--- src/csf_pkg.sv ---
// Shared constants, register map, field layouts and types for the capacitive sense frequency counter.
package csf_pkg;

  // Bus address width and data width.
  localparam int unsigned AXI_AW = 12;
  localparam int unsigned AXI_DW = 32;

  // Register byte offsets, one aligned word each.
  localparam logic [AXI_AW-1:0] OFF_SENSE_CTRL = 12'h000;
  localparam logic [AXI_AW-1:0] OFF_GATE_CTRL = 12'h004;
  localparam logic [AXI_AW-1:0] OFF_COUNTER_CTRL = 12'h008;
  localparam logic [AXI_AW-1:0] OFF_GATED_COUNT = 12'h00c;
  localparam logic [AXI_AW-1:0] OFF_BASIC_COUNT = 12'h010;

  // Sense control field positions.
  localparam int unsigned SC_ENABLE_BIT = 7;
  localparam int unsigned SC_RANGE_HI = 3;
  localparam int unsigned SC_RANGE_LO = 2;
  localparam int unsigned SC_STATUS_BIT = 1;
  localparam int unsigned SC_CLKSEL_BIT = 0;

  // Gate control field positions.
  localparam int unsigned GC_ENABLE_BIT = 7;
  localparam int unsigned GC_TOGGLE_BIT = 6;
  localparam int unsigned GC_OPEN_BIT = 3;
  localparam int unsigned GC_SRC_HI = 1;
  localparam int unsigned GC_SRC_LO = 0;

  // Gated counter control field position.
  localparam int unsigned CC_ON_BIT = 0;

  // Oscillator current range codes.
  localparam logic [1:0] RANGE_OFF = 2'h0;
  localparam logic [1:0] RANGE_LOW = 2'h1;
  localparam logic [1:0] RANGE_MED = 2'h2;
  localparam logic [1:0] RANGE_HIGH = 2'h3;

  // Gate source code that selects the watchdog overflow.
  localparam logic [1:0] GATE_SRC_WDT = 2'h3;

  // Counter widths and the number of gate sources.
  localparam int unsigned CNT_W = 16;
  localparam int unsigned BASIC_W = 8;
  localparam int unsigned NUM_GATE_SRC = 4;

  // Bus response codes.
  localparam logic [1:0] RESP_OKAY = 2'h0;
  localparam logic [1:0] RESP_SLVERR = 2'h2;

  // Sense control register contents that software writes.
  typedef struct packed {
    logic enable;
    logic [1:0] range;
    logic clk_sel;
  } csf_sense_ctrl_t;

  // Gate and gated counter configuration.
  typedef struct packed {
    logic gate_enable;
    logic toggle_mode;
    logic [1:0] source_select;
    logic counter_on;
  } csf_gate_cfg_t;

  // Reset values of the configuration registers.
  localparam csf_sense_ctrl_t SENSE_CTRL_RST = '{enable: 1'b0, range: 2'h0, clk_sel: 1'b0};
  localparam csf_gate_cfg_t GATE_CFG_RST = '{gate_enable: 1'b0, toggle_mode: 1'b0, source_select: 2'h0,
                                              counter_on: 1'b0};

  // Write channel states.
  typedef enum logic [1:0] {
    WR_IDLE = 2'b01,
    WR_RESP = 2'b10
  } csf_wr_state_t;

  // Read channel states.
  typedef enum logic [1:0] {
    RD_IDLE = 2'b01,
    RD_DATA = 2'b10
  } csf_rd_state_t;

  // Picks the new byte when its lane strobe is set, else keeps the old one.
  function automatic logic [7:0] csf_merge_byte(input logic [7:0] old_b, input logic [7:0] new_b,
                                                input logic en);
    csf_merge_byte = en ? new_b : old_b;
  endfunction

endpackage

--- src/csf_sync_edge.sv ---
// Two-stage synchroniser with a rising-edge pulse for the sense oscillator.
`timescale 1ns/1ns
`default_nettype none
module csf_sync_edge (
  input wire logic aclk,
  input wire logic aresetn,
  input wire logic async_in,
  output logic level,
  output logic rise
);
  import csf_pkg::*;

  logic ff1_q, ff1_d; // First stage, read only by the second stage.
  logic ff2_q, ff2_d; // Second stage, the synchronised level.
  logic ff3_q, ff3_d; // Delayed copy for edge detection.

  // Next values of the synchroniser chain.
  always_comb begin
    ff1_d = async_in;
    ff2_d = ff1_q;
    ff3_d = ff2_q;
  end

  // Registers of the synchroniser chain.
  always_ff @(posedge aclk) begin
    if (!aresetn) begin
      ff1_q <= 1'b0;
      ff2_q <= 1'b0;
      ff3_q <= 1'b0;
    end else begin
      ff1_q <= ff1_d;
      ff2_q <= ff2_d;
      ff3_q <= ff3_d;
    end
  end

  // A rising edge is seen only after both stages, never on the raw input.
  assign level = ff2_q;
  assign rise = ff2_q & ~ff3_q;

  // One oscillator edge yields exactly one pulse.
  a_rise_one_cycle: assert property (@(posedge aclk) disable iff (!aresetn) rise |=> !rise)
    else $error("oscillator edge pulse lasted more than one cycle");

endmodule
`default_nettype wire

--- src/csf_gate_counter.sv ---
// Gate logic with toggle mode and the gated oscillator counter.
`timescale 1ns/1ns
`default_nettype none
module csf_gate_counter (
  input wire logic aclk,
  input wire logic aresetn,
  input wire csf_pkg::csf_gate_cfg_t cfg,
  input wire logic [csf_pkg::NUM_GATE_SRC-1:0] gate_lvl,
  input wire logic osc_rise,
  input wire logic load_en,
  input wire logic [csf_pkg::CNT_W-1:0] load_val,
  output logic [csf_pkg::CNT_W-1:0] count,
  output logic window_open
);
  import csf_pkg::*;

  logic [NUM_GATE_SRC-1:0] lvl_prev_q, lvl_prev_d; // Previous gate levels for edge detection.
  logic window_q, window_d; // Toggle-mode gate state.
  logic [CNT_W-1:0] count_q, count_d; // Accumulated oscillator count.
  logic gate_pulse; // Single-cycle event on the selected source.
  logic gate_level; // Level of the selected source.
  logic count_en; // Counter may advance this cycle.
  logic inc; // Counter advances this cycle.

  // Selects the gate source and turns its rising edge into a one-cycle event.
  always_comb begin
    gate_level = gate_lvl[cfg.source_select];
    gate_pulse = gate_lvl[cfg.source_select] & ~lvl_prev_q[cfg.source_select];
    lvl_prev_d = gate_lvl;
  end

  // Toggle state: flips on each event and is cleared when the mode is left.
  always_comb begin
    if (!cfg.gate_enable || !cfg.toggle_mode) begin
      window_d = 1'b0;
    end else begin
      window_d = window_q ^ gate_pulse;
    end
  end

  // Counter enable and next count; a load coinciding with an edge keeps the edge.
  always_comb begin
    if (!cfg.counter_on) begin
      count_en = 1'b0;
    end else if (!cfg.gate_enable) begin
      count_en = 1'b1;
    end else begin
      count_en = cfg.toggle_mode ? window_q : gate_level;
    end
    // Every oscillator edge in an open window adds one, so a heavier pad gives fewer counts.
    inc = count_en & osc_rise;
    if (load_en) begin
      count_d = load_val + {{(CNT_W-1){1'b0}}, inc};
    end else if (inc) begin
      count_d = count_q + {{(CNT_W-1){1'b0}}, 1'b1};
    end else begin
      count_d = count_q;
    end
  end

  // Registers of the gate and counter.
  always_ff @(posedge aclk) begin
    if (!aresetn) begin
      lvl_prev_q <= '0;
      window_q <= 1'b0;
      count_q <= '0;
    end else begin
      lvl_prev_q <= lvl_prev_d;
      window_q <= window_d;
      count_q <= count_d;
    end
  end

  assign count = count_q;
  assign window_open = window_q;

  // A watchdog event in toggle mode opens a closed window.
  a_wdt_opens_window: assert property (@(posedge aclk) disable iff (!aresetn)
    (cfg.gate_enable && cfg.toggle_mode && cfg.source_select == GATE_SRC_WDT && gate_pulse && !window_q
     && $stable(cfg)) |=> window_q)
    else $error("watchdog event did not open the gate window");

  // A second event closes it and the count then holds.
  a_second_closes: assert property (@(posedge aclk) disable iff (!aresetn)
    (cfg.gate_enable && cfg.toggle_mode && gate_pulse && window_q) |=> (!window_q ##1 (load_en || $stable(count_q))))
    else $error("second gate event did not close the window");

  // Leaving toggle mode or disabling the gate clears the window.
  a_window_clears: assert property (@(posedge aclk) disable iff (!aresetn)
    (!cfg.gate_enable || !cfg.toggle_mode) |=> !window_q)
    else $error("gate window not cleared outside toggle mode");

  // A counter that is off never moves without a load.
  a_off_holds: assert property (@(posedge aclk) disable iff (!aresetn)
    (!cfg.counter_on && !load_en) |=> count_q == $past(count_q))
    else $error("gated counter moved while off");

endmodule
`default_nettype wire

--- src/csf_top.sv ---
// Capacitive sense frequency counter with its AXI4-Lite register file.
`timescale 1ns/1ns
`default_nettype none
module csf_top (
  input wire logic aclk,
  input wire logic aresetn,
  input wire logic [csf_pkg::AXI_AW-1:0] s_axi_awaddr,
  input wire logic [2:0] s_axi_awprot,
  input wire logic s_axi_awvalid,
  output logic s_axi_awready,
  input wire logic [csf_pkg::AXI_DW-1:0] s_axi_wdata,
  input wire logic [3:0] s_axi_wstrb,
  input wire logic s_axi_wvalid,
  output logic s_axi_wready,
  output logic [1:0] s_axi_bresp,
  output logic s_axi_bvalid,
  input wire logic s_axi_bready,
  input wire logic [csf_pkg::AXI_AW-1:0] s_axi_araddr,
  input wire logic [2:0] s_axi_arprot,
  input wire logic s_axi_arvalid,
  output logic s_axi_arready,
  output logic [csf_pkg::AXI_DW-1:0] s_axi_rdata,
  output logic [1:0] s_axi_rresp,
  output logic s_axi_rvalid,
  input wire logic s_axi_rready,
  input wire logic core_sleep,
  input wire logic osc_in,
  input wire logic wdt_overflow,
  input wire logic [2:0] gate_alt_in,
  output logic sense_powered,
  output logic osc_run,
  output logic [1:0] osc_current_range
);
  import csf_pkg::*;

  // Returns the word-aligned form of a byte address.
  function automatic logic [AXI_AW-1:0] word_of(input logic [AXI_AW-1:0] a);
    word_of = {a[AXI_AW-1:2], 2'b00};
  endfunction

  // Tells whether a byte address falls on a mapped register.
  function automatic logic is_mapped(input logic [AXI_AW-1:0] a);
    logic [AXI_AW-1:0] w;
    w = word_of(a);
    is_mapped = (w == OFF_SENSE_CTRL) || (w == OFF_GATE_CTRL) || (w == OFF_COUNTER_CTRL) ||
                (w == OFF_GATED_COUNT) || (w == OFF_BASIC_COUNT);
  endfunction

  // Write channel state.
  csf_wr_state_t wr_state_q, wr_state_d; // Write channel phase.
  logic aw_got_q, aw_got_d; // Write address already taken.
  logic w_got_q, w_got_d; // Write data already taken.
  logic [AXI_AW-1:0] waddr_q, waddr_d; // Held write address.
  logic [AXI_DW-1:0] wdata_q, wdata_d; // Held write data.
  logic [3:0] wstrb_q, wstrb_d; // Held write strobes.
  logic [1:0] bresp_q, bresp_d; // Write response code.

  // Read channel state.
  csf_rd_state_t rd_state_q, rd_state_d; // Read channel phase.
  logic [AXI_DW-1:0] rdata_q, rdata_d; // Read data being returned.
  logic [1:0] rresp_q, rresp_d; // Read response code.

  // Register file state.
  csf_sense_ctrl_t sense_q, sense_d; // Sense control fields.
  csf_gate_cfg_t gate_cfg_q, gate_cfg_d; // Gate and counter configuration.
  logic [BASIC_W-1:0] basic_q, basic_d; // Basic counter.

  // Combinational helpers.
  logic aw_fire; // Address handshake this cycle.
  logic w_fire; // Data handshake this cycle.
  logic do_write; // Both halves present, write commits.
  logic [AXI_AW-1:0] cur_addr; // Address of the committing write.
  logic [AXI_DW-1:0] cur_data; // Data of the committing write.
  logic [3:0] cur_strb; // Strobes of the committing write.
  logic load_en; // Gated counter load strobe.
  logic [CNT_W-1:0] load_val; // Gated counter load value.
  logic [CNT_W-1:0] gated_count; // Gated counter value.
  logic window_open; // Toggle-mode window state.
  logic osc_level; // Synchronised oscillator level.
  logic osc_rise; // Synchronised oscillator edge.
  logic osc_edge_live; // Oscillator edge from a running oscillator.
  logic basic_inc; // Basic counter advances.
  logic [NUM_GATE_SRC-1:0] gate_lvl; // Gate source levels.
  logic [7:0] sense_rd; // Sense control as read.
  logic [7:0] gate_rd; // Gate control as read.

  // Handshake readiness: each half is taken once and held until the pair commits.
  assign s_axi_awready = (wr_state_q == WR_IDLE) && !aw_got_q;
  assign s_axi_wready = (wr_state_q == WR_IDLE) && !w_got_q;
  assign s_axi_arready = (rd_state_q == RD_IDLE);
  assign s_axi_bvalid = (wr_state_q == WR_RESP);
  assign s_axi_bresp = bresp_q;
  assign s_axi_rvalid = (rd_state_q == RD_DATA);
  assign s_axi_rdata = rdata_q;
  assign s_axi_rresp = rresp_q;

  // Write channel: address and data arrive in any order; the response follows both.
  always_comb begin
    aw_fire = s_axi_awvalid && s_axi_awready;
    w_fire = s_axi_wvalid && s_axi_wready;
    cur_addr = aw_got_q ? waddr_q : s_axi_awaddr;
    cur_data = w_got_q ? wdata_q : s_axi_wdata;
    cur_strb = w_got_q ? wstrb_q : s_axi_wstrb;
    do_write = (wr_state_q == WR_IDLE) && (aw_got_q || aw_fire) && (w_got_q || w_fire);
    wr_state_d = wr_state_q;
    aw_got_d = aw_got_q;
    w_got_d = w_got_q;
    waddr_d = waddr_q;
    wdata_d = wdata_q;
    wstrb_d = wstrb_q;
    bresp_d = bresp_q;
    unique case (wr_state_q)
      WR_IDLE: begin
        if (do_write) begin
          // Commit and answer; an unmapped address is refused with a slave error.
          wr_state_d = WR_RESP;
          aw_got_d = 1'b0;
          w_got_d = 1'b0;
          bresp_d = is_mapped(cur_addr) ? RESP_OKAY : RESP_SLVERR;
        end else begin
          // Keep whichever half has arrived alone.
          if (aw_fire) begin
            aw_got_d = 1'b1;
            waddr_d = s_axi_awaddr;
          end
          if (w_fire) begin
            w_got_d = 1'b1;
            wdata_d = s_axi_wdata;
            wstrb_d = s_axi_wstrb;
          end
        end
      end
      WR_RESP: begin
        // Response stands until the master takes it.
        if (s_axi_bready) begin
          wr_state_d = WR_IDLE;
        end
      end
    endcase
  end

  // Write channel registers.
  always_ff @(posedge aclk) begin
    if (!aresetn) begin
      wr_state_q <= WR_IDLE;
      aw_got_q <= 1'b0;
      w_got_q <= 1'b0;
      waddr_q <= '0;
      wdata_q <= '0;
      wstrb_q <= '0;
      bresp_q <= RESP_OKAY;
    end else begin
      wr_state_q <= wr_state_d;
      aw_got_q <= aw_got_d;
      w_got_q <= w_got_d;
      waddr_q <= waddr_d;
      wdata_q <= wdata_d;
      wstrb_q <= wstrb_d;
      bresp_q <= bresp_d;
    end
  end

  // Readback images; unimplemented bits read as zero and the status bit is live.
  always_comb begin
    sense_rd = 8'h00;
    sense_rd[SC_ENABLE_BIT] = sense_q.enable;
    sense_rd[SC_RANGE_HI:SC_RANGE_LO] = sense_q.range;
    sense_rd[SC_STATUS_BIT] = osc_run & osc_level;
    sense_rd[SC_CLKSEL_BIT] = sense_q.clk_sel;
    gate_rd = 8'h00;
    gate_rd[GC_ENABLE_BIT] = gate_cfg_q.gate_enable;
    gate_rd[GC_TOGGLE_BIT] = gate_cfg_q.toggle_mode;
    gate_rd[GC_OPEN_BIT] = window_open;
    gate_rd[GC_SRC_HI:GC_SRC_LO] = gate_cfg_q.source_select;
  end

  // Read channel: one read at a time, data registered on the address handshake.
  always_comb begin
    rd_state_d = rd_state_q;
    rdata_d = rdata_q;
    rresp_d = rresp_q;
    unique case (rd_state_q)
      RD_IDLE: begin
        if (s_axi_arvalid) begin
          rd_state_d = RD_DATA;
          rresp_d = is_mapped(s_axi_araddr) ? RESP_OKAY : RESP_SLVERR;
          rdata_d = '0;
          unique case (word_of(s_axi_araddr))
            OFF_SENSE_CTRL: rdata_d[7:0] = sense_rd;
            OFF_GATE_CTRL: rdata_d[7:0] = gate_rd;
            OFF_COUNTER_CTRL: rdata_d[CC_ON_BIT] = gate_cfg_q.counter_on;
            OFF_GATED_COUNT: rdata_d[CNT_W-1:0] = gated_count;
            OFF_BASIC_COUNT: rdata_d[BASIC_W-1:0] = basic_q;
            default: rdata_d = '0;
          endcase
        end
      end
      RD_DATA: begin
        // Data stands until the master takes it.
        if (s_axi_rready) begin
          rd_state_d = RD_IDLE;
        end
      end
    endcase
  end

  // Read channel registers.
  always_ff @(posedge aclk) begin
    if (!aresetn) begin
      rd_state_q <= RD_IDLE;
      rdata_q <= '0;
      rresp_q <= RESP_OKAY;
    end else begin
      rd_state_q <= rd_state_d;
      rdata_q <= rdata_d;
      rresp_q <= rresp_d;
    end
  end

  // Register file writes with byte-lane strobes; the basic counter stops in sleep.
  always_comb begin
    sense_d = sense_q;
    gate_cfg_d = gate_cfg_q;
    basic_inc = sense_q.clk_sel && !core_sleep && osc_edge_live;
    basic_d = basic_q + {{(BASIC_W-1){1'b0}}, basic_inc};
    load_en = 1'b0;
    load_val = gated_count;
    if (do_write && cur_strb[0]) begin
      unique case (word_of(cur_addr))
        OFF_SENSE_CTRL: begin
          sense_d.enable = cur_data[SC_ENABLE_BIT];
          sense_d.range = cur_data[SC_RANGE_HI:SC_RANGE_LO];
          sense_d.clk_sel = cur_data[SC_CLKSEL_BIT];
        end
        OFF_GATE_CTRL: begin
          gate_cfg_d.gate_enable = cur_data[GC_ENABLE_BIT];
          gate_cfg_d.toggle_mode = cur_data[GC_TOGGLE_BIT];
          gate_cfg_d.source_select = cur_data[GC_SRC_HI:GC_SRC_LO];
        end
        OFF_COUNTER_CTRL: gate_cfg_d.counter_on = cur_data[CC_ON_BIT];
        OFF_BASIC_COUNT: basic_d = cur_data[BASIC_W-1:0] + {{(BASIC_W-1){1'b0}}, basic_inc};
        default: begin
        end
      endcase
    end
    // The gated count is loaded per byte lane so either half can be cleared.
    if (do_write && (cur_strb[1:0] != 2'b00) && (word_of(cur_addr) == OFF_GATED_COUNT)) begin
      load_en = 1'b1;
      load_val = {csf_merge_byte(gated_count[15:8], cur_data[15:8], cur_strb[1]),
                  csf_merge_byte(gated_count[7:0], cur_data[7:0], cur_strb[0])};
    end
  end

  // Register file flip-flops.
  always_ff @(posedge aclk) begin
    if (!aresetn) begin
      sense_q <= SENSE_CTRL_RST;
      gate_cfg_q <= GATE_CFG_RST;
      basic_q <= '0;
    end else begin
      sense_q <= sense_d;
      gate_cfg_q <= gate_cfg_d;
      basic_q <= basic_d;
    end
  end

  // Analog controls: sleep plays no part, so the oscillator keeps running.
  assign sense_powered = sense_q.enable;
  assign osc_run = sense_q.enable && (sense_q.range != RANGE_OFF);
  assign osc_current_range = sense_q.enable ? sense_q.range : RANGE_OFF;
  assign osc_edge_live = osc_rise && osc_run;

  // Gate sources; a late watchdog overflow simply arrives later and stretches the window.
  assign gate_lvl = {wdt_overflow, gate_alt_in};

  // Oscillator synchroniser.
  csf_sync_edge u_osc_sync (
    .aclk(aclk),
    .aresetn(aresetn),
    .async_in(osc_in),
    .level(osc_level),
    .rise(osc_rise)
  );

  // Gate and gated counter; it runs on the core clock, which is kept during sleep.
  csf_gate_counter u_gate (
    .aclk(aclk),
    .aresetn(aresetn),
    .cfg(gate_cfg_q),
    .gate_lvl(gate_lvl),
    .osc_rise(osc_edge_live),
    .load_en(load_en),
    .load_val(load_val),
    .count(gated_count),
    .window_open(window_open)
  );

  // Entering sleep leaves a running oscillator running.
  a_osc_in_sleep: assert property (@(posedge aclk) disable iff (!aresetn)
    ($rose(core_sleep) && osc_run && !do_write) |=> osc_run)
    else $error("oscillator stopped on entering sleep");

  // The basic counter holds in sleep unless software writes it.
  a_basic_sleep_hold: assert property (@(posedge aclk) disable iff (!aresetn)
    (core_sleep && !do_write) |=> basic_q == $past(basic_q))
    else $error("basic counter moved during sleep");

  // A write response stands unchanged until it is taken.
  a_bresp_stands: assert property (@(posedge aclk) disable iff (!aresetn)
    (s_axi_bvalid && !s_axi_bready) |=> (s_axi_bvalid && $stable(s_axi_bresp)))
    else $error("write response dropped before being taken");

  // A read answer comes exactly one cycle after the address is taken.
  a_read_answer: assert property (@(posedge aclk) disable iff (!aresetn)
    (s_axi_arvalid && s_axi_arready) |=> s_axi_rvalid)
    else $error("read answer not given one cycle after address");

  // Disabling the module drives the range outputs to off.
  a_disable_off: assert property (@(posedge aclk) disable iff (!aresetn)
    (do_write && cur_strb[0] && word_of(cur_addr) == OFF_SENSE_CTRL && !cur_data[SC_ENABLE_BIT])
    |=> (!osc_run && osc_current_range == RANGE_OFF))
    else $error("module still running after disable");

endmodule
`default_nettype wire

--- config.mk ---
export PLATFORM = sky130hd
export DESIGN_NAME = csf_top
export DESIGN_NICKNAME = d
export VERILOG_FILES = /design/src/csf_pkg.sv /design/src/csf_sync_edge.sv /design/src/csf_gate_counter.sv /design/src/csf_top.sv
export SDC_FILE = /design/constraint.sdc
export NUM_CORES = 1
export LEC_CHECK = 0
export BUFFER_PORTS_ARGS = -buffer_cell sky130_fd_sc_hd__buf_2
export CORE_ASPECT_RATIO = 1.2
export CORE_UTILIZATION = 55
export CTS_CLUSTER_DIAMETER = 80
export DETAILED_ROUTE_END_ITERATION = 6
export GPL_ROUTABILITY_DRIVEN = 0
export PLACE_DENSITY = 0.81
export SETUP_SLACK_MARGIN = 0.2
export SLEW_MARGIN = 20
export SYNTH_ARGS = -nofsm -noshare
export SYNTH_HDL_FRONTEND = slang
export SYNTH_SLANG_ARGS = --single-unit
export TNS_END_PERCENT = 1
--- constraint.sdc ---
create_clock -name aclk -period 4.8 [get_ports aclk]
set_input_delay 0.72 -clock aclk [delete_from_list [all_inputs] [get_ports aclk]]
set_output_delay 0.72 -clock aclk [all_outputs]
set_load 0.1 [all_outputs]
== After elaboration in Yosys (flattened, before gate mapping) ==
Cells that the tools add are included.
Word-level totals
  register bits: 97
Cells by class
  add/sub/neg operators: 4
  $lt $le $gt $ge: 1
  eq/ne operators: 16
  muxes and demuxes: 34
  bitwise gates (word level): 9
  reductions and logical operators: 48
Operators with widths (count)
  16-bit two-way mux: 4
  10-bit by 2-bit equality test with 1-bit output, second input constant: 4
  8-bit two-way mux: 5
  7-bit case mux with 4 select lines: 1
  10-bit by 1-bit equality test with 1-bit output, second input constant: 2
  10-bit by 3-bit equality test with 1-bit output, second input constant: 2
  10-bit zero test: 2
  2-bit AND reduction: 9
  16-bit by 1-bit adder with 16-bit output: 1
  16-bit by 1-bit adder with 16-bit output, second input constant: 1
  8-bit by 1-bit adder with 8-bit output: 2
  2-bit two-way mux: 8
  1-bit logical AND: 13
  12-bit two-way mux: 1
  1-bit logical OR: 11
  1-bit two-way mux: 10
  2-bit nonzero test: 5
  2-bit case mux with 2 select lines: 2
  3-bit AND reduction: 2
  1-bit zero test: 5
  1-bit case mux with 5 select lines: 1
  1-bit AND: 4
  1-bit binary-select mux with 2-bit select: 2
  2-bit by 1-bit equality test with 1-bit output, second input constant: 2
  other kinds (7): 13

== Logic depth before layout (Yosys ltp) ==
  word-level depth: 11
  gate-level depth with buffers: 12
  mapped depth without buffers: 11

== Modules after synthesis ==
A second synthesis with hierarchy kept.
Unflattened totals
  cell total of the unflattened synthesis: 597
  area total of the unflattened synthesis: 5435.2 µm²
Modules (own cells, without submodules)
  csf_top: instances 1, cells each 413, area an instance 3829.9 µm², seq. area each 1381.3 µm²
  csf_gate_counter: instances 1, cells each 177, area an instance 1512.7 µm², seq. area each 420.4 µm²
  csf_sync_edge: instances 1, cells each 7, area an instance 92.6 µm², seq. area each 60.1 µm²

== Worst setup path before layout ==
No wires, ideal clock.
  path type: input -> register
  from: input port s_axi_awaddr[5] (netlist bit)
  to: register u_gate.count_q[14], in the netlist u_gate.count[14]
  data arrival time: 3.718 ns
  required time: 4.670 ns
  slack: 0.952 ns
  stages: 11
  path buffers: 0
  cells stage by stage: or4_1 a2111oi_4 nand4_1 mux2_2 ha_1 ha_1 or4b_2 nor4_2 nand2_1 xnor2_1 a21oi_1
On the way
  cells in the longest elaborated chain, start to end: 6
Ends and longest elaborated chain
  from (decl): line csf_top.sv:7  | input wire logic [csf_pkg::AXI_AW-1:0] s_axi_awaddr,
  12-bit two-way mux *: line csf_top.sv:101  | cur_addr = aw_got_q ? waddr_q : s_axi_awaddr;
  10-bit by 2-bit equality test with 1-bit output *: line csf_top.sv:247  | if (do_write && (cur_strb[1:0] != 2'b00) && (word_of(cur_addr) == OFF_GATED_COUNT)) begin
  1-bit logical AND *: line csf_top.sv:247
  16-bit two-way mux: line csf_top.sv:247
  16-bit by 1-bit adder with 16-bit output: line csf_gate_counter.sv:53  | count_d = load_val + {{(CNT_W-1){1'b0}}, inc};
  16-bit two-way mux: line csf_gate_counter.sv:52  | if (load_en) begin
  to (signal assigned): line csf_gate_counter.sv:70  | count_q <= count_d;
  to (decl): line csf_gate_counter.sv:19  | logic [CNT_W-1:0] count_q, count_d;
Every way passes the cells marked *; elsewhere a longest branch is shown, timed or not.
A chain may end at the register's enable or synchronous reset.

== Final worst setup path ==
  from: register aw_got_q
  to: register u_gate.count_q[12], in the netlist u_gate.count[12]
On the way
  cells in the longest elaborated chain, start to end: 11
Ends and longest elaborated chain
  from (decl): line csf_top.sv:51  | logic aw_got_q, aw_got_d;
  from (signal assigned): line csf_top.sv:154  | aw_got_q <= aw_got_d;
  1-bit zero test: line csf_top.sv:88  | assign s_axi_awready = (wr_state_q == WR_IDLE) && !aw_got_q;
  1-bit logical AND: line csf_top.sv:88
  1-bit logical AND: line csf_top.sv:99  | aw_fire = s_axi_awvalid && s_axi_awready;
  1-bit logical OR: line csf_top.sv:104  | do_write = (wr_state_q == WR_IDLE) && (aw_got_q || aw_fire) && (w_got_q || w_fire);
  1-bit logical AND (2 in series): line csf_top.sv:104
  1-bit logical AND: line csf_top.sv:247
  1-bit logical AND *: line csf_top.sv:247
  16-bit two-way mux: line csf_top.sv:247
  16-bit by 1-bit adder with 16-bit output: line csf_gate_counter.sv:53
  16-bit two-way mux: line csf_gate_counter.sv:52
Marks and branches as above.

==> results.py <==
metrics = {
    "outcome": {
        "outcome": "complete, no violations",
    },
    "setup_path": {
        "crit_path_max_fanout": 17,
        "cp-start-kind": "flop",
        "cpPeakStageDelay_ns": 0.66,
        "worstPathArrival_ns": 4.36,
        "cp_top_family": "simple AND/OR/NAND/NOR gates",
        "cp_slowest_cell": "or4b_2",
        "setup.worst_path.class": "reg -> reg",
        "crit_path_frequent_cell": "ha_1",
        "setup.worst_path.end_class": "flop",
        "crit_path_cell_trace": "or4b_1 > a2111oi_4 > nand4_1 > mux2_2 > ha_1 > ha_1 > or4b_2 > nor4_2 > nand2_1 > xor2_1 > a21oi_1",
        "required_ns": 5.00,
        "worstPathBufferInverterCount": 0,
    },
    "clock_tree": {
        "htreeDepth": 3,
        "clkTransAtPathRegs_ns": 0.07,
        "cts_inserted_buffers": 9,
        "cts_buffer_depth": 2,
        "cts-resized-gates": 0,
        "cts_sinks": 93,
        "cts_hold_buf": 0,
        "insertion_delay_ns": 0.35,
        "cts_tree": "yes",
        "postCtsSetupRepairBufs": 0,
        "ctsRootBufferMaster": "clkbuf_16",
    },
    "power_and_ir_drop": {
        "share_comb_of_total_power": 0.230,
        "power_switching_w": 0.000653,
        "switching_share": 0.333,
        "internal-power_w": 0.00131,
        "design_power_total_w": 0.00196,
        "power.share.clock": 0.343,
        "total_power_density_per_cell_area_nw_per_um2": 327,
        "peakVddDrop_v": 0.000197,
        "total_leakage_power_nw": 2.55,
        "power_frac_seq": 0.427,
    },
    "finish": {
        "layout.cells.most_common_list": "dfxtp_1, buf_2, nand2_1",
        "antenna-diode-count": 0,
        "area_of_the_multi_input_gates_sq_um": 3240,
        "fin_nets": 741,
        "final.fill_count": 768,
        "layout-area-overhead-vs-synth_pct": 11.8,
        "seq_area_sq_um": 1860,
        "share_of_layout_cells_above_drive_strength_1": 0.188,
        "layout_commonest_cell": "dfxtp_1",
    },
    "drt": {
        "via_per_inst": 5.94,
        "route.detailed.drc": 0,
        "first_iteration_detailed_routing_drc_count": 458,
        "drt_pass1_iterations": 5,
        "avgRoutedWirePerCell_um": 16.0,
        "final_antenna_net_count": 0,
        "routed-via-count": 4653,
        "postRouteWirelength_um": 12600,
    },
    "yosys": {
        "synth_sequential_area_ratio": 0.347,
        "syn_inst": 598,
        "synth_edf_count": 0,
        "netlist-cell-type-count": 64,
        "syn_area_per_cell_sq_um": 8.97,
        "syn-cell-area_sq_um": 5360,
        "postSynth.asyncResetShare": 0,
        "synth_ff_type": "dfxtp_1",
        "synth.ff_latch_count": 93,
        "yosysWarnings": 0,
    },
    "die": {
        "floorplan.initialDensity": 0.564,
        "io-pin-count": 124,
        "fp-row-count": 39,
        "dieArea_sq_um": 10200,
        "die_height_um": 110,
        "placeableCoreArea_sq_um": 9520,
        "floorplan.die.width_um": 92.2,
    },
    "sta": {
        "setup-tns-final_ns": 0,
        "maxSlewViolCount": 0,
        "period_needed_ns": 4.16,
        "slew_limit_headroom": 0.383,
        "worstMarginPinSlew_ns": 0.926,
        "finalSetupViolCount": 0,
        "fraction_of_the_cycle_the_final_worst_path_needs": 0.866,
        "timing.clock.skew_ns": 0.00878,
        "fmax_mhz": 241,
        "grt_setup_unrepaired": "false",
        "fin_hold_viols": 0,
    },
    "global_route": {
        "antenna_found_initial": 0,
        "global_route.overflow_total": 0,
        "grt_start_max_net_pins": 55,
        "number_of_global_route_vias_before_repair": 4244,
        "wire_length_of_the_first_global_routing_pass_um": 20200,
        "track_usage": 0.253,
    },
    "placement": {
        "port_buffers": 77,
        "place_hpwl_um": 9100,
    },
    "run": {
        "max_capacitance_violation_count": 0,
    },
    "worst_hold_path": {
        "hp-class": "reg -> reg",
    },
}
[per-stage QoR]
step	area, sq um	cells	setup WS [ns]	hold slack (ns)	utilization
after floorplan	5430	615	0.952	0.412	-
after global placement	5720	767	0.543	0.418	0.601
after detailed placement	5720	767	0.460	0.427	0.601
after CTS	5990	783	0.667	0.445	0.630
after global routing	5990	783	0.481	0.454	0.630
final	5990	783	0.644	0.441	0.630
[power by group through the flow]
stage               sequential (W)  clock (W)  combinational, W
finish                    0.000836   0.000672          0.000452
global route              0.000840   0.000713          0.000480
CTS                       0.000835   0.000678          0.000451
detailed placement        0.000853          0          0.000449
global placement          0.000850          0          0.000439
floorplan                 0.000871          0          0.000357
[area by class of cell]
type	instances	area share
Sequential cell	93	0.311
Multi-Input combinational cell	458	0.540
Timing Repair Buffer	81	0.0693
Clock inverter	5	0.00605
Clock buffer	11	0.0405
Inverter	12	0.00751
Tap cell	123	0.0257
[per-layer routing]
layer  vias up  global-route usage  share of wire  routed length, um
met5         -                   0              0                  0
met4         0               0.123          0.037                459
met3        36              0.0466          0.058                729
met2       189               0.434           0.48               6080
met1      2198               0.305           0.42               5300
li1       2230                   -              -                  -
[flip-flops by register name, indices dropped and copies added (netlist names), 2 cells and up]
name and flops:
wstrb_q 2, waddr_q 10, basic_q 8, u_gate.count 16
gate_cfg_q 5, wr_state_q 2, wdata_q 16, sense_q 3
s_axi_rdata 16, u_gate.lvl_prev_q 4, rd_state_q 2
[worst register-to-register path, cell delays in order, from the launching register on]
cell       delay (ns)
dfxtp_1          0.65
or4b_1           0.56
a2111oi_4        0.50
nand4_1          0.22
mux2_2           0.28
ha_1             0.22
ha_1             0.26
or4b_2           0.66
nor4_2           0.31
nand2_1          0.12
xor2_1           0.15
a21oi_1          0.09
[synth_stat cells, drive strengths merged, types with 5 or more instances]
library cell | n | share of area
o221a | 6 | 0.013
inv | 11 | 0.0077
and2 | 16 | 0.019
o211a | 11 | 0.021
nor4 | 10 | 0.021
nand2 | 46 | 0.033
nor3 | 10 | 0.0093
clkbuf | 26 | 0.018
and3 | 5 | 0.0058
nand4 | 7 | 0.0082
nor2b | 44 | 0.051
mux2i | 44 | 0.082
nand3 | 26 | 0.024
o21ai | 26 | 0.024
o221ai | 8 | 0.013
nand3b | 13 | 0.018
xor2 | 17 | 0.028
buf | 26 | 0.034
nor2 | 25 | 0.017
a21oi | 19 | 0.018
xnor2 | 22 | 0.036
mux2 | 13 | 0.027
nor3b | 8 | 0.011
a21boi | 10 | 0.014
ha | 7 | 0.016
dfxtp | 93 | 0.35
[cell families (layout without fill, tap and decap cells)]
family,after synthesis,count (layout),share of synthesized area
other cells,1,18,0.000699
fa+ha+maj,7,7,0.0163
simple gates,229,229,0.247
flops,93,93,0.347
buf+inv,64,109,0.0609
mux,59,59,0.118
compound gates,106,106,0.146
xor+xnor,39,39,0.0637
[final timing paths]
path | cells past startpoint | startpoint | slack, ns | to
setup / recovery | 11 | aw_got_q | 0.64 | u_gate.count[12]
hold / removal | 1 | u_osc_sync.ff1_q | 0.44 | u_osc_sync.level
setup reg to reg | 11 | aw_got_q | 0.64 | u_gate.count[12]
hold reg to reg | 1 | u_osc_sync.ff1_q | 0.44 | u_osc_sync.level
Note: power is estimated with default switching activity, not from simulation.
